File: src/include/dma_ctl_defs.svh
// Port numbers, register indices, reset values and encodings of the DMA control block
`ifndef DMA_CTL_DEFS_SVH
`define DMA_CTL_DEFS_SVH
`define IDX_PORT 16'h0022
`define DAT_PORT 16'h0023
`define CFG_INDEX 8'h01
`define CMD_INDEX 8'h08
`define CFG_RESET 8'hc0
`define CMD_RESET 8'h08
`define RD_NONE 8'h00
`define WS_ZERO 2'h0
`define WS_ONE 2'h1
`define WS_MAX 2'h3
`endif

File: src/include/dma_ctl_pkg.sv
// Types of the DMA timing and command control block
package dma_ctl_pkg;
   typedef struct packed {
      logic [1:0] cpu_ws;
      logic [1:0] ws16;
      logic [1:0] ws8;
      logic early_rd;
      logic fast_clk;
   } cfg_s;
   typedef struct packed {
      logic dack_hi;
      logic dreq_hi;
      logic ext_wr;
      logic rotate;
      logic normal;
      logic ctl_off;
      logic addr_hold;
      logic mem2mem;
   } cmd_s;
   typedef enum logic [2:0] {
      ST_IDLE = 3'b000,
      ST_S1 = 3'b001,
      ST_S2 = 3'b010,
      ST_SW = 3'b011,
      ST_S4 = 3'b100
   } dma_st_e;
   typedef struct packed {
      logic [7:0] index;
      cfg_s cfg;
      cmd_s cmd;
      logic [7:0] rdata;
      logic busy;
      logic [1:0] wcnt;
      logic ready;
      logic dreq_m;
      logic dreq_q;
      logic rdy_m;
      logic rdy_q;
      logic div;
      logic sel;
      logic tick;
      dma_st_e st;
      logic [1:0] dwait;
      logic dack;
      logic dack_pin;
      logic memr_n;
      logic memw_n;
      logic hold;
   } state_s;
endpackage : dma_ctl_pkg

File: src/verilog/dma_ctl.sv
// DMA timing configuration and command control with indexed register port
`timescale 1ns/1ps
`default_nettype none
`include "dma_ctl_defs.svh"
module dma_ctl (
   // Clock and reset
   input wire logic CLK,
   input wire logic RESET_N,
   // Host I/O port
   input wire logic [15:0] IO_ADDR,
   input wire logic [7:0] IO_WDATA,
   input wire logic IO_WR,
   input wire logic IO_RD,
   output logic [7:0] IO_RDATA,
   output logic IO_READY,
   // Bus pins
   input wire logic DREQ,
   input wire logic IOCHRDY,
   input wire logic WORD_XFER,
   output logic DACK,
   output logic DMA_MEMORY_READ_STROBE_N,
   output logic DMA_MEMORY_WRITE_STROBE_N,
   // Subsystem controls
   output logic DMA_CLK_EN,
   output logic DMA_ROTATE,
   output logic DMA_NORMAL_TIMING,
   output logic DMA_ADDR_HOLD,
   output logic DMA_MEM2MEM
);
   import dma_ctl_pkg::*;

   state_s s;
   state_s n;
   logic take;
   logic req;
   logic go_s2;

   // Request taken only when idle and addressed to our two ports
   assign take = !s.busy && (IO_WR || IO_RD)
      && (IO_ADDR == `IDX_PORT || IO_ADDR == `DAT_PORT);
   // Request level after polarity selection
   assign req = s.cmd.dreq_hi ? s.dreq_q : !s.dreq_q;

   // Next state of the whole block
   always_comb
   begin
      n = s;
      go_s2 = 1'b0;
      n.dreq_m = DREQ;
      n.dreq_q = s.dreq_m;
      n.rdy_m = IOCHRDY;
      n.rdy_q = s.rdy_m;
      n.ready = 1'b0;
      // Host access, answered after the wait states
      if (take)
      begin
         n.busy = 1'b1;
         n.wcnt = s.cfg.cpu_ws;
         if (IO_WR && IO_ADDR == `IDX_PORT)
         begin
            n.index = IO_WDATA;
         end
         else if (IO_WR)
         begin
            if (s.index == `CFG_INDEX)
            begin
               n.cfg = cfg_s'(IO_WDATA);
            end
            else if (s.index == `CMD_INDEX)
            begin
               n.cmd = cmd_s'(IO_WDATA);
            end
         end
         else if (IO_ADDR == `IDX_PORT)
         begin
            n.rdata = s.index;
         end
         else if (s.index == `CFG_INDEX)
         begin
            n.rdata = s.cfg;
         end
         else if (s.index == `CMD_INDEX)
         begin
            n.rdata = s.cmd;
         end
         else
         begin
            n.rdata = `RD_NONE;
         end
      end
      else if (s.busy)
      begin
         if (s.wcnt == `WS_ZERO)
         begin
            n.busy = 1'b0;
            n.ready = 1'b1;
         end
         else
         begin
            n.wcnt = s.wcnt - `WS_ONE;
         end
      end
      // Select follows config only at a divided period end, so no short pulse
      n.div = !s.div;
      if (s.div)
      begin
         n.sel = s.cfg.fast_clk;
      end
      n.tick = n.sel || n.div;
      // Cycle sequencer advances on DMA clock ticks only
      if (s.tick)
      begin
         case (s.st)
            ST_IDLE:
            begin
               if (req && !s.cmd.ctl_off)
               begin
                  n.dack = 1'b1;
                  if (s.cmd.normal)
                  begin
                     n.st = ST_S1;
                  end
                  else
                  begin
                     go_s2 = 1'b1;
                  end
               end
            end
            ST_S1:
            begin
               go_s2 = 1'b1;
            end
            ST_S2:
            begin
               n.st = ST_SW;
               n.memr_n = 1'b0;
               n.memw_n = 1'b0;
               n.dwait = WORD_XFER ? s.cfg.ws16 : s.cfg.ws8;
            end
            ST_SW:
            begin
               if (s.dwait != `WS_ZERO)
               begin
                  n.dwait = s.dwait - `WS_ONE;
               end
               else if (s.rdy_q)
               begin
                  n.st = ST_S4;
                  n.memr_n = 1'b1;
                  n.memw_n = 1'b1;
               end
            end
            ST_S4:
            begin
               n.dack = 1'b0;
               n.st = ST_IDLE;
            end
            default:
            begin
               n.st = ST_IDLE;
               n.dack = 1'b0;
               n.memr_n = 1'b1;
               n.memw_n = 1'b1;
            end
         endcase
      end
      // Entry into S2: early read and extended write strobes
      if (go_s2)
      begin
         n.st = ST_S2;
         if (s.cfg.early_rd)
         begin
            n.memr_n = 1'b0;
         end
         if (s.cmd.ext_wr)
         begin
            n.memw_n = 1'b0;
         end
      end
      n.dack_pin = n.dack ^ !n.cmd.dack_hi;
      n.hold = n.cmd.addr_hold && n.cmd.mem2mem;
   end

   // State register
   always_ff @(posedge CLK or negedge RESET_N)
   begin
      if (!RESET_N)
      begin
         s <= '0;
         s.cfg <= cfg_s'(`CFG_RESET);
         s.cmd <= cmd_s'(`CMD_RESET);
         s.rdy_m <= 1'b1;
         s.rdy_q <= 1'b1;
         // Idle level of an active-low request, so no false request after reset
         s.dreq_m <= 1'b1;
         s.dreq_q <= 1'b1;
         s.st <= ST_IDLE;
         s.dack_pin <= 1'b1;
         s.memr_n <= 1'b1;
         s.memw_n <= 1'b1;
      end
      else
      begin
         s <= n;
      end
   end

   // Outputs, all from flops
   assign IO_RDATA = s.rdata;
   assign IO_READY = s.ready;
   assign DACK = s.dack_pin;
   assign DMA_MEMORY_READ_STROBE_N = s.memr_n;
   assign DMA_MEMORY_WRITE_STROBE_N = s.memw_n;
   assign DMA_CLK_EN = s.tick;
   assign DMA_ROTATE = s.cmd.rotate;
   assign DMA_NORMAL_TIMING = s.cmd.normal;
   assign DMA_ADDR_HOLD = s.hold;
   assign DMA_MEM2MEM = s.cmd.mem2mem;
endmodule : dma_ctl
`default_nettype wire
File: config.mk
export PLATFORM = sky130hd
export DESIGN_NAME = dma_ctl
export DESIGN_NICKNAME = d
export VERILOG_FILES = /design/src/include/dma_ctl_pkg.sv /design/src/verilog/dma_ctl.sv
export VERILOG_INCLUDE_DIRS = /design/src /design/src/include
export SDC_FILE = /design/constraint.sdc
export NUM_CORES = 1
export LEC_CHECK = 0
export ABC_CLOCK_PERIOD_IN_PS = 2340
export BUFFER_PORTS_ARGS = -buffer_cell sky130_fd_sc_hd__clkbuf_2
export CORE_MARGIN = 1.5
export CORE_UTILIZATION = 55
export CTS_BUF_LIST = sky130_fd_sc_hd__clkbuf_16
export CTS_CLUSTER_DIAMETER = 200
export DETAILED_ROUTE_END_ITERATION = 8
export GPL_TIMING_DRIVEN = 0
export PLACE_DENSITY = 0.81
export SYNTH_ARGS = -nofsm -noshare
export SYNTH_HDL_FRONTEND = slang
export SYNTH_SLANG_ARGS = --single-unit
File: constraint.sdc
create_clock -name CLK -period 2.34 [get_ports CLK]
set_clock_uncertainty 0.15 [all_clocks]
set_input_delay 0.468 -clock CLK [delete_from_list [all_inputs] [get_ports CLK]]
set_output_delay 0.468 -clock CLK [all_outputs]
set_load 0.05 [all_outputs]
### Word-level counts from Yosys, hierarchy flattened

Index checks and enable logic that the tools add are counted.

| word-level totals | value |
|---|---|
| register bits | 53 |
| input port bits | 31 |
| output and inout port bits | 17 |
| logic and storage cells | 121 |

| cells by class | value |
|---|---|
| add/sub/neg operators | 2 |
| eq/ne operators | 15 |
| muxes and demuxes | 40 |
| bitwise gates (word level) | 4 |
| reductions and logical operators | 28 |

Operator list:

| kind | count |
|---|---|
| 8-bit 2-to-1 mux | 7 |
| 16-bit by 6-bit == test with 1-bit output (second input constant) | 2 |
| 16-bit 2-to-1 mux | 2 |
| 3-bit 2-to-1 mux | 6 |
| 2-bit 2-to-1 mux | 7 |
| 3-bit inequality test (second input constant) | 4 |
| 3-bit one-hot mux with 4 select lines | 1 |
| 1-bit 2-to-1 mux | 11 |
| 8-bit by 1-bit == test with 1-bit output (second input constant) | 1 |
| 8-bit by 4-bit == test with 1-bit output (second input constant) | 1 |
| 2-bit nonzero test | 4 |
| 3-bit by 2-bit == test with 1-bit output (second input constant) | 2 |
| 6-bit 2-to-1 mux | 1 |
| 2-bit inequality test (second input constant) | 3 |
| 2-bit one-hot mux with 3 select lines | 1 |
| 3-bit AND reduction | 2 |
| 6-bit AND reduction | 1 |
| 3-bit OR reduction | 2 |
| 1-bit logical AND | 5 |
| 1-bit logical NOT | 5 |
| 5-bit AND reduction | 1 |
| 4-bit 2-to-1 mux | 1 |
| 1-bit one-hot mux with 2 select lines | 2 |
| 2-bit one-hot mux with 2 select lines | 1 |
| 10 further kinds | 16 |

### Longest topological paths before layout

Gate-level depths: netlist of the first run.

| depth | value |
|---|---|
| depth after elaboration | 9 |
| mapped depth | 6 |
| mapped depth without buffers | 6 |

### Worst setup path before layout of the first run

No wires, ideal clock.

| timing | value |
|---|---|
| path type | input -> register |
| from | in IO_ADDR[4] |
| to | reg s[37] in the netlist's numbering |
| setup time | 0.125 ns |
| data arrival time | 2.028 ns |
| data required time | 2.065 ns |
| path slack | 0.037 ns |
| cell stages on the path | 4 |
| path buffers | 0 |
| cell sequence | nor4b_2 > nand4_2 > nor4_4 > mux2_2 |

| between the ends | value |
|---|---|
| word-level cells in the longest chain between the ends | 4 |
| elaborated cells on any way between the ends | 7 |
| classes of those cells | eq/ne (2); bitwise (1); reduce/logical (4) |

RTL lines:

| item | RTL line | RTL |
|---|---|---|
| from (decl) | dma_ctl.sv:10 | `input wire logic [15:0] IO_ADDR,` |
| 16-bit by 6-bit == test with 1-bit output (no line) | -- |  |
| 1-bit logical OR (no line) or 1-bit logical AND (tied branches) | -- |  |
| 1-bit logical AND or 1-bit NOT (tied branches) | -- |  |
| 4-bit AND reduction (no line) * | -- |  |
| to (signal assigned) | dma_ctl.sv:204 | `s <= n;` |
| to (decl) | dma_ctl.sv:32 | `state_s s;` |

Mark *: on every way between the ends. The rest lies on a longest branch, timed or not.
A chain may end at the register's enable or synchronous reset.

### Worst setup path after layout of the first run

| timing | value |
|---|---|
| from | in IO_ADDR[0] |
| to | reg s[42] in the netlist's numbering |

The elaborated chain is that of the path after synthesis.

==> results.toml, run 1 <==
[outcome]
status = "complete, no violations"

[timing]
setup_viol = 0
worstMarginPinSlew_ps = 591
rsz0062_at_grt = "false"
slew_violations = 0
hold_violations = 0
fin_crit_ps = 2200
timing.final.crit_share = 0.940
fmax_ghz = 0.455
relSlewSlack = 0.603

[floorplanning]
core-area_mm2 = 0.00441
fp-row-count = 24
initial_core_util = 0.576
dieWidth_um = 71.0
io_pins = 48
die_h_um = 71.0
die_area_mm2 = 0.00504

[place]
numPortBuffers = 47
gp_congestion = 0.825
dp.cells = 324
dp_hpwl_mm = 3.86

[synth]
synth.distinct_cells = 44
synthArstFlopShare = 1.00
postSynthCellCount = 225
synth_edf_count = 0
synth.most_common_cell = "dfrtp_1"
syn_avg_cell_area_um2 = 11.3
synth_ff_type = "dfrtp_1"
synth_fp_nets = 258
synth_top_area_frac = 0.413
syn_area_mm2 = 0.00254
ys_top_cells_by_count = "dfrtp_1, nand2_1, mux2_2"
synth.yosys.seq_area_share = 0.516
synth-seq-cells = 52
yosysWarnings = 0
yosysTopAreaCell = "dfrtp_1"
synth_area_leaders = "dfrtp_1, mux2_2, dfstp_2"

[worst_hold_path]
min_path_cells = 1
hold_end = "n[13]"
hold_class = "in -> reg"
holdCritStartpoint = "IOCHRDY"

[cells_and_area]
largest_register = "s"
diodes = 0
drive_gt1_frac = 0.423
fillers = 321
largest_register_ffs = 33
area_growth_pct = 21.0
final_nets = 318
layout.cells.non_filler = 338

[critical_path]
worst-r2r-cell-count = 5
cp-start-kind = "input port"
rr_endpoint = "DMA_MEM2MEM"
r2r_slack_ps = 140
r2r-start = "s[45]"
critical_path.endpoint_type = "flop"
arrival_ps = 2230
required_ps = 2370
worstSetupPathType = "in -> reg"
crit_fanout = 8

[power_and_ir_drop]
ir_drop_mv = 0.483
power_leakage_nw = 1.47
swShare = 0.309
power.density_mw_per_mm2 = 757
combPwrFrac = 0.248
intPower_mw = 1.61
pwr-share-clk = 0.307
share_seq_of_total_power = 0.445
finalPower_mw = 2.33
p_sw_uw = 718

[clocking]
h-tree-depth = 2
cts_num_sinks = 52
cts_tree = "done"
cts_buffer_depth = 2
clk_latency_ps = 290
cts-root-buf = "clkbuf_16"
clk_pin_slew_ps = 70
numCtsBuffers = 5

[drt]
antenna_left = 0
vias = 1945
vias_per_cell = 5.75
dr.first_iter.drc_count = 181
first_pass_iters = 4
drc_errors = 0
wire_per_inst_um = 15.8
wirelength_mm = 5.36

[global_routing]
antenna_found_initial = 0
grt_max_degree = 53
track_usage = 0.229
grt_overflow = 0
grt_pass1_wl_mm = 8.88
first_global_vias = 1834

[flow_run]
maxCapViolCount = 0
-- worst max-delay path: stages --
cell and delay, ps:
clkbuf_2 100, nor4b_2 490, and4_2 280, clkbuf_1 330, nor4_4 70, buf_4 190
mux2_4 300
-- what timing repair did --
item / 4_1_cts / 5_1_grt
hold buffers: 0 / 1
endpoints found under the hold margin: 0 / 7
pin swaps: 2 / 1
buffers inserted: 3 / 1
endpoints found under the setup margin: 13 / 23
gates resized for setup: 1 / 4
-- metal layers --
layer  track usage  part of all wire  up-vias
li1              -                 -      921
met1         0.340              0.45      938
met2         0.333              0.45       74
met3        0.0484             0.076       12
met4        0.0860             0.024        0
met5             0                 0        -
-- cell usage in the layout (no fill, tap or decap), types with 2 or more instances in the layout --
master	synthesis	routed
clkbuf_2	0	46
dfrtp_1	42	42
nand2_1	28	28
mux2_2	24	24
nor2_1	17	17
buf_4	8	12
dfstp_2	10	10
nand3_1	10	10
inv_1	9	9
o21ai_0	8	8
nor4_4	5	5
a31oi_1	5	5
a41oi_1	5	5
clkbuf_16	0	5
a21oi_1	4	4
clkbuf_1	3	3
nand2b_1	3	3
nor4b_2	1	3
nor3_1	3	3
nor2b_1	3	3
and2_1	3	3
a22oi_1	2	2
or4b_2	2	2
mux2_4	2	2
buf_2	1	2
a221o_1	2	2
nor3b_1	3	2
ha_1	2	2
-- power groups by stage --
stage | sequential (mW) | clock [mW] | combinational, mW
after floorplan | 1.13 | 0 | 0.334
after global placement | 1.05 | 0 | 0.544
after detailed placement | 1.05 | 0 | 0.564
after CTS | 1.03 | 0.727 | 0.568
after global routing | 1.04 | 0.766 | 0.627
final | 1.04 | 0.716 | 0.577
-- cells by family after synthesis --
logic type                 share of synthesized area
xor gates and xnor gates                     0.00689
adders and majority gates                    0.00984
AOI/OAI and AO/OA                             0.0871
DFF                                            0.516
and+or+nand+nor                                0.213
buffers and inverters                         0.0448
muxes                                          0.122
-- worst max path at each step --
stage	start	endpoint	slack, ps	cells after the start
6_report	IO_ADDR[0]	s[42]	140	7
5_1_grt	IO_ADDR[4]	IO_RDATA[0]	60	7
4_1_cts	s[50]	IO_RDATA[6]	20	5
3_5_place_dp	IO_ADDR[3]	s[40]	-320	5
3_3_place_gp	IO_ADDR[3]	s[37]	-310	5
2_1_floorplan	IO_ADDR[4]	s[37]	40	4
-- layout make-up --
type | instances | area, µm² | share of cell area
multi-input cells | 151 | 1150 | 0.373
inverters | 9 | 33.8 | 0.0110
clock buffers | 5 | 125 | 0.0407
flip-flops and latches | 52 | 1310 | 0.427
well taps | 52 | 65.1 | 0.0211
plain buffers | 13 | 80.1 | 0.0260
repair buffers | 53 | 295 | 0.0960
clock inverters | 3 | 17.5 | 0.00569
-- metrics by stage --
stage	cell area [µm²]	hold WS (ps)	utilization	TNS (ps)	setup WS, ps
4_1_cts	3020	99.4	0.683	0	18.0
5_1_grt	3080	94.2	0.697	0	55.2
6_report	3080	107	0.697	0	141
3_5_place_dp	2840	197	0.644	-7710	-317
2_1_floorplan	2540	22.4	-	0	37.4
3_3_place_gp	2840	195	0.644	-6770	-305
(Power assumes the default switching activity.)
==> inputs of run 2 (changes only) <==
Settings changed: CORE_ASPECT_RATIO set to 1.4, SLEW_MARGIN set to 20.
==> run 2 against run 1 <==
Register-to-register slack gained 20 ps. Via count up 1.2%. First-iteration DRC count decreased by 35%. Critical path depth unchanged. Cell area grew 1.0%. Worst hold slack worse by 26 ps. Flip-flop and latch count unchanged. Setup slack improved by 6.0 ps.
==> results.toml, run 2 (synthesis gave the netlist of run 1 again) <==
[global_routing]
track_usage = 0.244
met1_usage = 0.293
grtUsageMet3 = 0.0465
antenna_found_initial = 0
grt_pass1_wl_mm = 9.14
busiest_layer = "met2"
use_met2 = 0.419
grt_overflow = 0
first_global_vias = 1940
grt_max_degree = 53

[timing]
slew_violations = 0
fmax_ghz = 0.456
hold_violations = 0
whs_ps = 81.5
rsz0062_at_grt = "false"
final.setup.worst_slack_ps = 147
worstMarginPinSlew_ps = 687
fin_setup_tns_ps = 0
fin_crit_ps = 2190
relSlewSlack = 0.542
timing.final.crit_share = 0.937
setup_viol = 0

[place]
numPortBuffers = 47
gp_congestion = 0.796
post_dp_cell_area_mm2 = 0.00286
place_ws_ps = -414
dp_hpwl_mm = 3.87

[clocking]
cts-root-buf = "clkbuf_16"
postCtsHoldBufs = 0
clk_latency_ps = 290
numCtsBuffers = 5
cts_tree = "done"
cts_num_sinks = 52
cts_buffer_depth = 2
clk_pin_slew_ps = 70
h-tree-depth = 2

[drt]
vias_per_cell = 5.62
vias = 1968
wire_per_inst_um = 16.0
dr.first_iter.drc_count = 118
first_pass_iters = 4
wirelength_mm = 5.61
drc_errors = 0
antenna_left = 0

[power_and_ir_drop]
power_leakage_nw = 1.48
power.density_mw_per_mm2 = 752
finalPower_mw = 2.34
ir_drop_mv = 0.699

[cells_and_area]
diodes = 0
final_common_cell = "clkbuf_2"
largest_register = "s"
drive_gt1_frac = 0.434
area_growth_pct = 22.2
largest_register_ffs = 33
final_nets = 320
final_area_mm2 = 0.00311
mostFrequentLayoutCells = "clkbuf_2, dfrtp_1, nand2_1"

[floorplanning]
io_pins = 48
die_area_mm2 = 0.00505
dieWidth_um = 60.5
fp-row-count = 29
initial_core_util = 0.565
core-area_mm2 = 0.00450
die_h_um = 83.5

[critical_path]
critical_path_buf_inv_count = 3
crit_chain = "clkbuf_2, nor4b_2, and4_2, clkbuf_1, nor4_4, buf_4, mux2_4"
slowest_stage = "nor4b_2"
critPathTopFamily = "simple AND/OR/NAND/NOR gates"
cp-start-kind = "input port"
critical_path.endpoint_type = "flop"
arrival_ps = 2220
crit_fanout = 6
worstSetupPathType = "in -> reg"
cpPeakStageDelay_ps = 510
required_ps = 2370

[flow_run]
maxCapViolCount = 0

[outcome]
status = "complete, no violations"

[worst_hold_path]
hold_class = "in -> async"
==> run 2: cell count changes in the layout (fill, tap and decap cells not counted) <==
cell / before / now
buf_2: 2 / 1
clkbuf_4: 0 / 1
dlygate4sd3_1: 1 / 0
nor4b_1: 1 / 2
nor4b_2: 3 / 2
clkinv_1: 1 / 0
nor3_2: 0 / 1
buf_4: 12 / 15
clkinv_4: 0 / 1
nor3_1: 3 / 2
==> run 2: through the flow <==
step	util	cells
after detailed placement	0.635	334
after global placement	0.635	334
after global routing	0.691	350
after floorplan	-	225
final	0.691	350
after CTS	0.683	347
==> run 2: final timing paths <==
check                           slack, ps  startpoint  cells after the start           to
worst max-delay path                  150  IO_ADDR[0]                      7        s[42]
worst min-delay path                   80     RESET_N                      1  IO_RDATA[4]
worst max register to register        160       s[20]                      6        s[35]
worst min register to register        210       n[15]                      0        s[15]
max in group asynchronous            1490     RESET_N                      1     IO_READY
min in group CLK                      100     IOCHRDY                      1        n[13]
==> run 2: worst register-to-register path: cells and delay by family (launching register included) <==
kind          cells  cell delay (ps)
buf+inv           2              380
flops             1              400
mux               1              330
simple gates      3              810
==> run 2: repair_timing <==
| action | in CTS | in global routing |
|---|---|---|
| setup buffers | 5 | 3 |
| pin swaps | 3 | 2 |
| endpoints found under the setup margin | 25 | 25 |
| resized for setup | 3 | 2 |
==> run 2: report_power, final <==
group | internal (mW) | switching [mW]
logic | 0.215 | 0.358
registers | 0.995 | 0.0374
clock network | 0.400 | 0.332
total | 1.61 | 0.728
==> run 2: layout make-up <==
| class | count | area [µm²] |
|---|---|---|
| Clock inverter | 3 | 22.5 |
| Timing Repair Buffer | 55 | 310 |
| Clock buffer | 5 | 125 |
| Sequential cell | 52 | 1310 |
| Tap cell | 62 | 77.6 |
| Multi-Input combinational cell | 151 | 1140 |
| Buffer | 13 | 80.1 |
| Fill cell | 371 | 1390 |
| Inverter | 9 | 33.8 |
==> run 2: metal layers <==
metal,up-vias,share of wire
met2,56,0.55
met5,-,0
li1,932,-
met1,969,0.39
met3,11,0.043
met4,0,0.022
==> inputs of run 3 (changes only) <==
Settings changed: ABC_AREA set to 1, CORE_UTILIZATION 55 to 56, GPL_ROUTABILITY_DRIVEN set to 0, PLACE_DENSITY 0.81 to 0.82, SLEW_MARGIN 20 to unset.
==> run 3 against run 2 <==
Global-route usage rose by 0.87 points. Flip-flop and latch count stayed put. Clock-buffer cell count did not move. Final cell count rose by 28%. Sequential power hardly changed. Combinational power decreased by 6.5%. Critical path depth grew 2. Cell area increased by 3.8%. Critical endpoint is now s[34]. Largest power group unchanged.
==> results.toml, run 3 <==
[drt]
wl_met3_um = 233
vias = 2288
drc_errors = 0
wire_per_inst_um = 13.1
first_pass_iters = 4
met2_length_mm = 3.08
wl_met1_mm = 2.36
top_layer = "met4"
dr.first_iter.drc_count = 106
antenna_left = 0
vias_per_cell = 5.12
wirelength_mm = 5.84

[timing]
fin_setup_tns_ps = 0
slew_violations = 0
worstMarginPinSlew_ps = 613
rsz0062_at_grt = "false"
fin_crit_ps = 1900
timing.final.crit_share = 0.811
fmax_ghz = 0.527
setup_viol = 0
hold_violations = 0
relSlewSlack = 0.591

[floorplanning]
die_h_um = 85.4
io_pins = 48
core-area_mm2 = 0.00461
fp-row-count = 29
die_area_mm2 = 0.00529
dieWidth_um = 61.9
initial_core_util = 0.590

[critical_path]
rr_endpoint = "s[34]"
critical_path.endpoint_type = "flop"
crit_fanout = 10
crit_chain = "nor2_1, and2_1, buf_4, nand2_2, a21oi_4, nand2_2, buf_6, nand2_2, o21ai_2"
slowest_stage = "dfrtp_1"
crit_start = "s[52]"
r2r_slack_ps = 440
worst-r2r-cell-count = 9
worstSetupPathType = "reg -> reg"
arrival_ps = 1920
r2r-start = "s[52]"
cp-endpoint = "s[34]"
required_ps = 2370
cpPeakStageDelay_ps = 390
crit_top_cell = "nand2_2"
cp-start-kind = "flop"

[clocking]
cts-root-buf = "clkbuf_16"
numCtsBuffers = 5
post-cts-setup-buffers = 0
h-tree-depth = 2
cts_tree = "done"
cts_resized = 0
clk_latency_ps = 290
cts_buffer_depth = 2
postCtsHoldBufs = 0
clk_pin_slew_ps = 70
cts_num_sinks = 52

[synth]
synth.distinct_cells = 34
synth_area_leaders = "dfrtp_1, nand2_1, dfstp_2"
ys_top_cells_by_count = "nand2_1, inv_1, dfrtp_1"
synth_ff_type = "dfrtp_1"
syn_area_mm2 = 0.00272
synth.yosys.seq_area_share = 0.483
synth_top_area_frac = 0.387
yosysTopAreaCell = "dfrtp_1"
syn_avg_cell_area_um2 = 8.26
synth_edf_count = 0
synth_fp_nets = 362
postSynthCellCount = 329
synth-seq-cells = 52
synthArstFlopShare = 1.00
synth.most_common_cell = "nand2_1"
yosysWarnings = 0

[global_routing]
track_usage = 0.252
antenna_found_initial = 0
grt_overflow = 0
first_global_vias = 2316
grt_max_degree = 53
grt_pass1_wl_mm = 10.0

[cells_and_area]
drive_gt1_frac = 0.314
final_common_cell = "nand2_1"
area_growth_pct = 18.7
final_nets = 417
largest_register = "s"
largest_register_ffs = 33
mostFrequentLayoutCells = "nand2_1, clkbuf_2, inv_1"
diodes = 0
final_core_util = 0.700

[power_and_ir_drop]
power_leakage_nw = 1.74
power.density_mw_per_mm2 = 736
ir_drop_mv = 0.497

[worst_hold_path]
hold_class = "in -> async"

[place]
numPortBuffers = 47
dp_hpwl_mm = 4.40

[flow_run]
maxCapViolCount = 0

[outcome]
status = "complete, no violations"
[run 3: changes by cell type in the layout (fill, tap and decap cells not counted), sizes merged, moves of 4 or more]
cell and change:
nor4b -4, nor2 +6, nand3 +10, inv +39
a41oi -5, buf -4, nor3b -4, nand2 +86
nor4 -6, a31oi -5, mux2 -26, o21ai +25
[run 3: kinds of logic after synthesis]
logic type / synth area share
buffers and inverters: 0.104
AND/OR/NAND/NOR: 0.291
flip-flops: 0.483
adder cells (fa/ha/maj): 0.00921
AO/OA/AOI/OAI: 0.112
[run 3: per-layer routing]
metal	track usage	up-vias
met5	0	-
met4	0.114	0
met3	0.0503	17
met2	0.411	71
met1	0.314	1065
li1	-	1135
[run 3: how the worst min path moves through the flow]
| stage | depth (start not counted) | slack [ps] | end | from |
|---|---|---|---|---|
| after floorplan | 0 | 20 | DMA_ADDR_HOLD | RESET_N |
| after global placement | 0 | 200 | s[15] | n[15] |
| after detailed placement | 0 | 200 | s[13] | n[13] |
| after CTS | 1 | 100 | n[15] | DREQ |
| after global routing | 1 | 80 | s[50] | RESET_N |
| final | 1 | 40 | s[36] | RESET_N |
[run 3: stage by stage]
step                      instance area, µm²  power, mW  hold slack, ps  cells  worst slack, ps
after floorplan                         2720       1.42            22.4    329              620
after global placement                  3030       1.54             196    438              375
after detailed placement                3030       1.56             197    438              349
after CTS                               3200       2.37             101    446              452
after global routing                    3230       2.50            80.4    447              383
final                                   3230       2.37            42.4    447              443
[run 3: worst max-delay path, delay by kind of cell (launching register included)]
family / cells / cell delay (ps)
buffers and inverters: 2 / 330
and+or+nand+nor: 5 / 620
AOI/OAI and AO/OA: 2 / 280
DFF: 1 / 390
[run 3: cell type report]
type,count,area (µm²)
Inverter,49,184
Fill cell,390,1380
Sequential cell,52,1310
Tap cell,62,77.6
Timing Repair Buffer,48,263
Buffer,13,98.8
Multi-Input combinational cell,215,1120
Clock buffer,5,125
Clock inverter,3,42.5
[run 3: power by group]
| group | switching [mW] | internal (mW) | total, mW | leakage (nW) |
|---|---|---|---|---|
| combinational | 0.366 | 0.169 | 0.536 | 0.986 |
| clock | 0.308 | 0.502 | 0.810 | 0.0798 |
| sequential | 0.0406 | 0.987 | 1.03 | 0.672 |
| total | 0.715 | 1.66 | 2.37 | 1.74 |
